$ cat src/lcd_cmd_map.svh
`ifndef LCD_CMD_MAP_SVH
`define LCD_CMD_MAP_SVH

// Command opcodes
`define OP_CONTRAST 8'h82
`define OP_RIGHT 8'h83
`define OP_LEFT 8'h84
`define OP_SHIFT_R 8'h85
`define OP_SHIFT_L 8'h86
`define OP_SHIFT_UP 8'h87
`define OP_SHIFT_DN 8'h88
`define OP_SET_ADDR 8'h89
`define OP_SET_POS 8'h8a
`define OP_HOME 8'h8b
`define OP_CLEAR 8'h8c

// Display RAM geometry
`define SPACE_CHAR 8'h20
`define RAM_CELLS 80
`define LINE_LEN 7'h28
`define LINE1_FIRST 7'h00
`define LINE1_LAST 7'h27
`define LINE2_FIRST 7'h40
`define LINE2_LAST 7'h67
`define LINE2_IDX_OFS 7'h18
`define WRAP_L1_BACK 7'h53
`define WRAP_L2_BACK 7'h28
`define SMALL_COLS 7'h10
`define LOWER_ROW_BASE 7'h14
`define ROW_THREE 8'h03

// Contrast limits and reset values
`define CONTRAST_MAX 8'hfe
`define CONTRAST_RESET 8'h80
`define CURSOR_RESET 7'h00
`define SHIFT_RESET 6'h00

`endif

$ cat src/lcd_cmd_pkg.sv
package lcd_cmd_pkg;
    `include "lcd_cmd_map.svh"

    // Command parser position, one-hot
    typedef enum logic [2:0] {
        ST_OP = 3'b001,
        ST_P1 = 3'b010,
        ST_P2 = 3'b100
    } parse_state_e;

    typedef logic [6:0] dram_addr_t;
    typedef logic [`RAM_CELLS-1:0][7:0] dram_t;

    // Whole state of the interpreter
    typedef struct packed {
        parse_state_e state;
        logic [7:0] opcode;
        logic [7:0] param;
        dram_addr_t cursor;
        logic [5:0] shift;
        logic [7:0] contrast;
        logic [7:0] rd_data;
        logic done;
        dram_t ram;
    } core_s;
endpackage : lcd_cmd_pkg

$ cat src/cursor_calc.sv
`timescale 1ns/1ns
`include "lcd_cmd_map.svh"
module cursor_calc (
    input wire lcd_cmd_pkg::dram_addr_t cur, // Present cursor address
    input wire logic [7:0] row,              // Row, counted from 1
    input wire logic [7:0] col,              // Column, counted from 1
    input wire logic [5:0] shift,            // Accumulated display shift
    output lcd_cmd_pkg::dram_addr_t fwd,     // Cursor one place right
    output lcd_cmd_pkg::dram_addr_t back,    // Cursor one place left
    output lcd_cmd_pkg::dram_addr_t rc_addr  // Address of visible cell
);
    import lcd_cmd_pkg::*;

    logic [6:0] col_base;
    logic [6:0] pos_sum;
    logic [6:0] pos;

    // Forward step hops from the end of line 1 onto line 2
    always_comb begin
        if (cur == `LINE1_LAST) begin
            fwd = `LINE2_FIRST;
        end else if (cur == `LINE2_LAST) begin
            fwd = `LINE1_FIRST;
        end else begin
            fwd = 7'(cur + 7'h01);
        end
    end

    // Backward step wraps at each line start
    always_comb begin
        if (cur == `LINE1_FIRST) begin
            back = `WRAP_L1_BACK;
        end else if (cur == `LINE2_FIRST) begin
            back = `WRAP_L2_BACK;
        end else begin
            back = 7'(cur - 7'h01);
        end
    end

    // Rows 3 and 4 sit in the back half of lines 1 and 2
    always_comb begin
        col_base = (row >= `ROW_THREE) ? `LOWER_ROW_BASE : 7'h00;
        // Column 0 is outside the host's range; it is not guarded
        pos_sum = 7'(col_base + col[6:0] - 7'h01 + {1'b0, shift});
        pos = (pos_sum >= `LINE_LEN) ? 7'(pos_sum - `LINE_LEN) : pos_sum;
        // Even rows live on line 2
        rc_addr = row[0] ? pos : 7'(`LINE2_FIRST + pos);
    end
endmodule : cursor_calc

$ cat src/lcd_cursor_shift_commands.sv
`timescale 1ns/1ns
`include "lcd_cmd_map.svh"
module lcd_cursor_shift_commands #(
    parameter bit FOUR_ROW = 1'b0 // 0: two rows of 16, 1: four rows of 20
) (
    input wire logic clk,                      // System clock
    input wire logic rst_n,                    // Asynchronous reset
    input wire logic byte_valid,               // Host byte present
    input wire logic [7:0] byte_data,          // Opcode, parameter or character
    output logic byte_ready,                   // Byte taken this cycle
    input wire lcd_cmd_pkg::dram_addr_t rd_addr, // Refresh read address
    output logic [7:0] rd_data,                // Refresh data, one cycle later
    output lcd_cmd_pkg::dram_addr_t cursor_addr, // Cursor address
    output logic [5:0] shift_offset,           // Accumulated display shift
    output logic [7:0] contrast,               // Contrast level held
    output logic cmd_done                      // Command completed pulse
);
    import lcd_cmd_pkg::*;

    localparam logic [6:0] VIS_W = FOUR_ROW ? `LINE_LEN : `SMALL_COLS;

    // Whole interpreter state and its next value
    core_s q_reg;
    core_s q_next;
    logic take_op;
    logic take_p1;
    logic take_p2;
    dram_addr_t calc_fwd;
    dram_addr_t calc_back;
    dram_addr_t calc_rc;
    logic [5:0] sh_dec;
    logic [5:0] sh_inc;
    logic [5:0] last_old;
    logic [5:0] last_new;

    // Cells outside both lines are not backed by storage
    function automatic logic ram_hit(input dram_addr_t a);
        ram_hit = (a <= `LINE1_LAST) || (a >= `LINE2_FIRST && a <= `LINE2_LAST);
    endfunction : ram_hit

    // Line 2 storage sits right after line 1's forty cells
    function automatic logic [6:0] ram_index(input dram_addr_t a);
        ram_index = (a <= `LINE1_LAST) ? a : 7'(a - `LINE2_IDX_OFS);
    endfunction : ram_index

    // Window arithmetic never leaves one forty-cell line
    function automatic logic [5:0] wrap40(input logic [6:0] s);
        wrap40 = (s >= `LINE_LEN) ? 6'(s - `LINE_LEN) : s[5:0];
    endfunction : wrap40

    // Cursor arithmetic kept apart so every command shares one copy
    cursor_calc u_calc (
        .cur(q_reg.cursor),
        .row(q_reg.param),
        .col(byte_data),
        .shift(q_reg.shift),
        .fwd(calc_fwd),
        .back(calc_back),
        .rc_addr(calc_rc)
    );

    // Nothing stalls the parser: every byte is taken in the cycle it is offered
    assign byte_ready = 1'b1;
    assign take_op = byte_valid && (q_reg.state == ST_OP);
    assign take_p1 = byte_valid && (q_reg.state == ST_P1);
    assign take_p2 = byte_valid && (q_reg.state == ST_P2);

    // Window edges before and after a one-place shift
    assign sh_dec = wrap40(7'({1'b0, q_reg.shift} + `LINE1_LAST));
    assign sh_inc = wrap40(7'({1'b0, q_reg.shift} + 7'h01));
    assign last_old = wrap40(7'({1'b0, q_reg.shift} + VIS_W - 7'h01));
    assign last_new = wrap40(7'({1'b0, sh_inc} + VIS_W - 7'h01));

    // Next state of the whole interpreter
    always_comb begin
        q_next = q_reg;
        q_next.done = 1'b0;
        q_next.rd_data = ram_hit(rd_addr) ? q_reg.ram[ram_index(rd_addr)] : `SPACE_CHAR;
        unique case (q_reg.state)
            ST_OP: begin
                if (byte_valid) begin
                    q_next.opcode = byte_data;
                    if (!byte_data[7]) begin
                        // Plain character lands at the cursor, then steps on
                        if (ram_hit(q_reg.cursor)) begin
                            q_next.ram[ram_index(q_reg.cursor)] = byte_data;
                        end
                        q_next.cursor = calc_fwd;
                        q_next.done = 1'b1;
                    end else begin
                        case (byte_data)
                            `OP_CONTRAST, `OP_SET_ADDR, `OP_SET_POS: begin
                                q_next.state = ST_P1;
                            end
                            `OP_RIGHT: begin
                                q_next.cursor = calc_fwd;
                                q_next.done = 1'b1;
                            end
                            `OP_LEFT: begin
                                q_next.cursor = calc_back;
                                q_next.done = 1'b1;
                            end
                            `OP_SHIFT_R: begin
                                // Window slides back; edge cells turn blank
                                q_next.shift = sh_dec;
                                q_next.ram[sh_dec] = `SPACE_CHAR;
                                q_next.ram[7'({1'b0, sh_dec} + `LINE_LEN)] = `SPACE_CHAR;
                                q_next.ram[last_old] = `SPACE_CHAR;
                                q_next.ram[7'({1'b0, last_old} + `LINE_LEN)] = `SPACE_CHAR;
                                q_next.done = 1'b1;
                            end
                            `OP_SHIFT_L: begin
                                // Lost cells are blanked so a reverse shift cannot restore
                                q_next.shift = sh_inc;
                                q_next.ram[q_reg.shift] = `SPACE_CHAR;
                                q_next.ram[7'({1'b0, q_reg.shift} + `LINE_LEN)] = `SPACE_CHAR;
                                q_next.ram[last_new] = `SPACE_CHAR;
                                q_next.ram[7'({1'b0, last_new} + `LINE_LEN)] = `SPACE_CHAR;
                                q_next.done = 1'b1;
                            end
                            `OP_SHIFT_UP: begin
                                for (int i = 0; i < `RAM_CELLS / 2; i++) begin
                                    q_next.ram[i] = q_reg.ram[i + `RAM_CELLS / 2];
                                    q_next.ram[i + `RAM_CELLS / 2] = `SPACE_CHAR;
                                end
                                q_next.done = 1'b1;
                            end
                            `OP_SHIFT_DN: begin
                                for (int i = 0; i < `RAM_CELLS / 2; i++) begin
                                    q_next.ram[i + `RAM_CELLS / 2] = q_reg.ram[i];
                                    q_next.ram[i] = `SPACE_CHAR;
                                end
                                q_next.done = 1'b1;
                            end
                            `OP_HOME: begin
                                q_next.cursor = `CURSOR_RESET;
                                q_next.done = 1'b1;
                            end
                            `OP_CLEAR: begin
                                q_next.cursor = `CURSOR_RESET;
                                q_next.shift = `SHIFT_RESET;
                                q_next.ram = {`RAM_CELLS{`SPACE_CHAR}};
                                q_next.done = 1'b1;
                            end
                            default: begin
                                // Opcodes of other blocks pass by untouched
                                q_next.done = 1'b0;
                            end
                        endcase
                    end
                end
            end
            ST_P1: begin
                if (byte_valid) begin
                    if (q_reg.opcode == `OP_SET_POS) begin
                        q_next.param = byte_data;
                        q_next.state = ST_P2;
                    end else begin
                        if (q_reg.opcode == `OP_CONTRAST) begin
                            // Out-of-range values are held at the top level
                            q_next.contrast = (byte_data > `CONTRAST_MAX) ?
                                `CONTRAST_MAX : byte_data;
                        end else begin
                            q_next.cursor = byte_data[6:0];
                        end
                        q_next.state = ST_OP;
                        q_next.done = 1'b1;
                    end
                end
            end
            ST_P2: begin
                if (byte_valid) begin
                    q_next.cursor = calc_rc;
                    q_next.state = ST_OP;
                    q_next.done = 1'b1;
                end
            end
            default: begin
                q_next.state = ST_OP;
            end
        endcase
    end

    // State register; display RAM comes up blank
    always_ff @(posedge clk or negedge rst_n) begin
        if (!rst_n) begin
            q_reg <= '{state: ST_OP, opcode: 8'h00, param: 8'h00,
                       cursor: `CURSOR_RESET, shift: `SHIFT_RESET,
                       contrast: `CONTRAST_RESET, rd_data: `SPACE_CHAR,
                       done: 1'b0, ram: {`RAM_CELLS{`SPACE_CHAR}}};
        end else begin
            q_reg <= q_next;
        end
    end

    assign rd_data = q_reg.rd_data;
    assign cursor_addr = q_reg.cursor;
    assign shift_offset = q_reg.shift;
    assign contrast = q_reg.contrast;
    assign cmd_done = q_reg.done;
endmodule : lcd_cursor_shift_commands

$ cat config.mk
export PLATFORM = sky130hd
export DESIGN_NAME = lcd_cursor_shift_commands
export DESIGN_NICKNAME = d
export VERILOG_FILES = /design/src/lcd_cmd_pkg.sv /design/src/cursor_calc.sv /design/src/lcd_cursor_shift_commands.sv
export VERILOG_INCLUDE_DIRS = /design/src /design/src/src
export SDC_FILE = /design/constraint.sdc
export NUM_CORES = 2
export LEC_CHECK = 0
export ABC_CLOCK_PERIOD_IN_PS = 6400
export BUFFER_PORTS_ARGS = -buffer_cell sky130_fd_sc_hd__clkbuf_2
export CORE_ASPECT_RATIO = 1.25
export CORE_UTILIZATION = 55
export CTS_CLUSTER_SIZE = 14
export DETAILED_ROUTE_END_ITERATION = 16
export PLACE_DENSITY = 0.71
export SLEW_MARGIN = 20
export SYNTH_ARGS = -nofsm -noshare
export SYNTH_HDL_FRONTEND = slang
export SYNTH_HIERARCHICAL = 1
export SYNTH_SLANG_ARGS = --single-unit
$ cat constraint.sdc
create_clock -name clk -period 6.4 [get_ports clk]
set_clock_uncertainty 0.05 [all_clocks]
set_input_delay 0.96 -clock clk [delete_from_list [all_inputs] [get_ports clk]]
set_output_delay 0.96 -clock clk [all_outputs]
set_load 0.05 [all_outputs]
* After elaboration in Yosys (flattened, before gate mapping)
Index checks and enable logic that the tools add are counted.
** Operators by class
- Add/subtract/negate cells :: 23
- Magnitude comparators :: 32
- Equal/unequal tests :: 28
- Mux-type cells :: 62
- Bitwise operators :: 25
- Reductions and logical operators :: 27
** Operators with widths (count)
- bitwise AND 560 bit :: 8
- case mux 640 bit (5 select lines) :: 1
- NOT 448 -> 560 bit :: 4
- NOT 560 bit :: 4
- 2-to-1 mux 641 bit :: 2
- bitwise mux 640 bit :: 1
- 2-to-1 mux 640 bit :: 1
- bitwise OR 80 x 64 -> 80 bit :: 4
- bitwise OR 80 bit :: 4
- demux 8 bit (select 7 bit) :: 5
- demux 8 bit (select 6 bit) :: 4
- equality test 8 bit, second input constant :: 13
- 2-to-1 mux 8 bit :: 12
- 2-to-1 mux 7 bit :: 13
- binary-select mux 8 bit (select 7 bit) :: 1
- < comparator 7 x 8 -> 1 bit, second input constant :: 6
- case mux 7 bit (3 select lines) :: 2
- adder 6 x 6 -> 7 bit, second input constant :: 5
- greater-or-equal comparator 7 x 1 -> 1 bit, second input constant :: 5
- greater-or-equal comparator 7 x 6 -> 1 bit, second input constant :: 5
- < comparator 6 x 8 -> 1 bit, second input constant :: 4
- 2-to-1 mux 6 bit :: 5
- subtractor 7 x 1 -> 7 bit, second input constant :: 4
- greater-or-equal comparator 6 x 1 -> 1 bit, second input constant :: 4
- 45 further kinds :: 80
** Word-level totals
- Flip-flop bits (word level) :: 689
- Input bits :: 18
- Output and inout port bits :: 31
- Word-level logic and storage cells :: 285

* Logic depth before layout (Yosys ltp)
- Depth in word-level cells :: 18
- Mapped depth :: 25
- Gate-level depth less buffers :: 20

* Hierarchy
Netlist, hierarchy kept.
** By module, submodules not included
- lcd_cursor_shift_commands :: times used 1, cells each 4052, area each 40596.4 um^2
- cursor_calc :: times used 1, cells each 117, area each 824.5 um^2

* Worst setup path before layout
No wires, ideal clock.
- Kind :: reg-to-reg
- Start point :: register q_reg, in the netlist shift_offset[0]
- End point :: register (tool-made name)
- Setup time :: 0.126 ns
- Arrival :: 4.844 ns
- Required time :: 6.224 ns
- Path slack :: 1.379 ns
- Stages on the path, launching flop included :: 24
- Path buffers :: 4
- Cells stage by stage :: dfrtp_1 > buf_2 > nand3_1 > xnor2_1 > inv_1 > ha_1 > inv_1 > or3_1 > buf_2 > a211oi_1 > nor2_1 > xnor2_1 > ha_1 > buf_4 > inv_1 > o2111a_1 > a32oi_2 > nand3_4 > mux2_4 > a21oi_2 > a22o_4 > or3_1 > buf_2 > a221o_1
** RTL lines
- from (decl) :: RTL line lcd_cursor_shift_commands.sv:23 : core_s q_reg;
- from (signal assigned) :: RTL line lcd_cursor_shift_commands.sv:187 : q_reg <= '{state: ST_OP, opcode: 8'h00, param: 8'h00,
- from (signal assigned) :: RTL line lcd_cursor_shift_commands.sv:192 : q_reg <= q_next;

==> key figures <==
Critical path
  – CP Launch Type: flip-flop
  – Worst setup path start: shift_offset[1]$_DFFE_PN0P_
  – Most used cell, CP: ha_1
  – CP max FO: 15
  – Worst EP arrival: 6610 ps
  – Setup CP Type: reg -> reg
  – CP Buf/Inv Count: 3
  – Top delay family on crit path: compound AO/OA/AOI/OAI gates
  – Reg2Reg Setup Slack: 330 ps
  – Worst stage delay on the critical path: 590 ps
  – Levels on crit path: 20
  – CP max stage cell: a32oi_1
  – CP endpoint kind: flip-flop
  – Worst R2R Start: shift_offset[1]$_DFFE_PN0P_
  – Worst-case reg-to-reg path depth: 20
  – Worst EP required: about 6900 ps
  – Critical-path cell list: ha_1 -> nand3_2 -> xnor2_2 -> ha_1 -> inv_1 -> or3_1 -> a211oi_1 -> nor2_1 -> xnor2_1 -> ha_1 -> inv_1 -> o2111a_1 -> a32oi_2 -> a31oi_1 -> a21o_1 -> buf_4 -> a32oi_1 -> a22oi_1 -> o21bai_2 -> a221o_1

Power
  – Sequential share of power: a little under two fifths
  – Comb power frac: 30.1%
  – Power Density: around 290 nW/um2
  – Worst VDD drop: 0.273 mV
  – Leakage power total: approximately 19 nW
  – Cell Int Power: between 8 and 9 mW
  – Switch share: a little under two fifths
  – P_sw: 5.00 mW
  – Clock Power Share: 32.5%

Yosys
  – Most instantiated library cell after synthesis: dfrtp_1
  – FF+latch count, synth: a little under 700
  – Synthesized area: around 41000 um2
  – Synth area leader: dfrtp_1
  – Yosys top cell area share: a little over a third
  – Post-synth EDFFs: 0
  – Post-synth ARST share: 100%
  – Yosys cell types: slightly above 100
  – Top FF cell, synth: dfrtp_1
  – Synth cell count leaders: 606 x dfrtp_1, 527 x nor2_1, 366 x nand2_1, 327 x a221o_1, 279 x a21oi_1
  – Mapped Nets: 4221
  – Synthesized area per cell: 9.94 um2
  – Synth Instances: 4169
  – Sequential area share after synthesis: 41.9%
  – Synth top area cells: dfrtp_1 37%, mux4_2 11%, a221o_1 7.9%, dfstp_2 5.3%, nor2_1 4.8%
  – Warnings, synthesis: 6

GRT
  – Initial antenna violation count: 15
  – Total GRT Usage: 44.8%
  – Largest net degree at the start of global routing: 151
  – Global-route wire length before repair: 250 mm
  – Number of global-route vias before repair: 37075
  – Total grt overflow: 0

Timing
  – Worst Tran Pin Value: 1390 ps
  – Final number of setup-violating endpoints: 0
  – Tcrit/Tclk final: 94.9%
  – Fmax: 0.165 GHz
  – Max-slew headroom: 7.09%
  – TNS Setup: 0 ps
  – Fin crit period: around 6100 ps
  – Final WS setup: 327 ps
  – Slew Limit Fails: 0
  – RSZ-0062 raised after global routing: no
  – Hold Vio Cnt, Final: 0

Route
  – DR DRC count: 0
  – Via-to-Cell Ratio: 7.64
  – Routed WL: 170 mm
  – Drt pass-1 iters: 10
  – DRT antenna net count: 0
  – DRT iter0 DRCs: 6125
  – DR vias: 39028
  – Drt wl/cell: around 33 um

CTS
  – CTS Buffer Depth: 3
  – Clock Latency Late Sink: just under 700 ps
  – Root Driver: clkbuf_16
  – Post-CTS Hold Fix Bufs: 0
  – Post-CTS setup buffer count: 0
  – Clock buffer count from CTS: 73
  – Resize count post-CTS: 0
  – CTS H-tree depth: 3
  – CTS tree: done
  – CTS Sinks: slightly below 700
  – Worst-path clk slew: roughly 60 ps

Floorplanning
  – Die height: around 310 um
  – Die area: 76400 um2
  – FP Rows: 112
  – Initial Util: 55.6%
  – Die Width: around 250 um
  – I/O pin total: 49
  – Core footprint: 74600 um2

Min path
  – Hold WC Path Type: in -> async

Flow run
  – # Max-Cap Violations: 0

Place
  – Worst setup slack after placement: 560 ps
  – GPL Wtd Cong: 1.05
  – IO buf count: 47
  – Post-Place Cells: 4968
  – Final HPWL DP: 115 mm

Cells and area
  – Nets: slightly above 4000
  – Cell Count, Final, Fillers Out: 5108
  – Area Overhead vs Synth: 8.88%
  – Share of post-route cells with drive strength above 1: ~17%

Status
  – Status: complete, no violations
-- metrics by stage --
stage          hold slack (ps)  utilization [%]  power (mW)  instance area (um2)
6_report                   258             60.5        13.3                45100
5_1_grt                    317             60.5        13.6                45100
4_1_cts                    264             60.4        13.0                45100
3_5_place_dp               427             57.3        8.79                42700
3_3_place_gp               419             57.3        8.78                42700
2_1_floorplan              396                -        7.32                41400
-- cell usage in the layout (no fill, tap or decap), types with 73 or more instances in the layout --
master	instances
a21o_1	88
a21oi_1	278
a221o_1	327
a22o_1	92
a22oi_1	108
buf_4	126
clkbuf_16	73
dfrtp_1	606
dfstp_2	83
inv_1	92
mux4_2	200
nand2_1	360
nor2_1	519
nor3_1	73
o21ai_0	206
-- kinds of logic after synthesis --
group | count (synthesis) | share of synthesized area, %
compound gates | 1524 | 27.2
xor+xnor | 34 | 0.807
fa+ha+maj | 34 | 1.08
buf+inv | 450 | 4.42
flops | 689 | 41.9
mux | 251 | 12.2
other cells | 1 | 0.00905
simple gates | 1186 | 12.4
-- cell type report --
| class | count | area (um2) |
|---|---|---|
| well taps | 969 | 1210 |
| repair buffers | 185 | 1460 |
| multi-input cells | 3030 | 22400 |
| clock buffers | 109 | 2090 |
| flip-flops and latches | 689 | 17300 |
| fillers | 6293 | 29500 |
| clock inverters | 23 | 221 |
| diodes | 8 | 20.0 |
| inverters | 95 | 357 |
-- layer usage --
metal  up-vias  track usage (%)  part of all wire, %
met2      3043             64.1                   43
met5         -                0                0.059
li1      15762                -                    -
met1     19389             57.2                   35
met4        16             34.3                  9.2
met3       818             12.9                   13
-- power groups by stage --
| stage | Combinational [mW] | Sequential [mW] | Clock (mW) |
|---|---|---|---|
| 3_3_place_gp | 3.78 | 5.01 | 0 |
| 4_1_cts | 3.80 | 4.94 | 4.31 |
| 6_report | 4.00 | 4.96 | 4.31 |
| 5_1_grt | 4.12 | 4.98 | 4.48 |
| 3_5_place_dp | 3.78 | 5.01 | 0 |
| 2_1_floorplan | 2.40 | 4.92 | 0 |
-- worst min-delay path by stage --
stage | from | to | slack (ps) | cells after the start
4_1_cts | rst_n | asynchronous set/reset pin | 260 | 1
3_3_place_gp | q_reg[677]$_DFFE_PN0P_ | q_reg[677]$_DFFE_PN0P_ | 420 | 2
2_1_floorplan | q_reg[677]$_DFFE_PN0P_ | q_reg[677]$_DFFE_PN0P_ | 400 | 2
3_5_place_dp | flip-flop | flip-flop | 430 | 2
5_1_grt | rst_n | asynchronous set/reset pin | 320 | 1
6_report | rst_n | asynchronous set/reset pin | 260 | 1
Power figures use the tool's default switching activity.
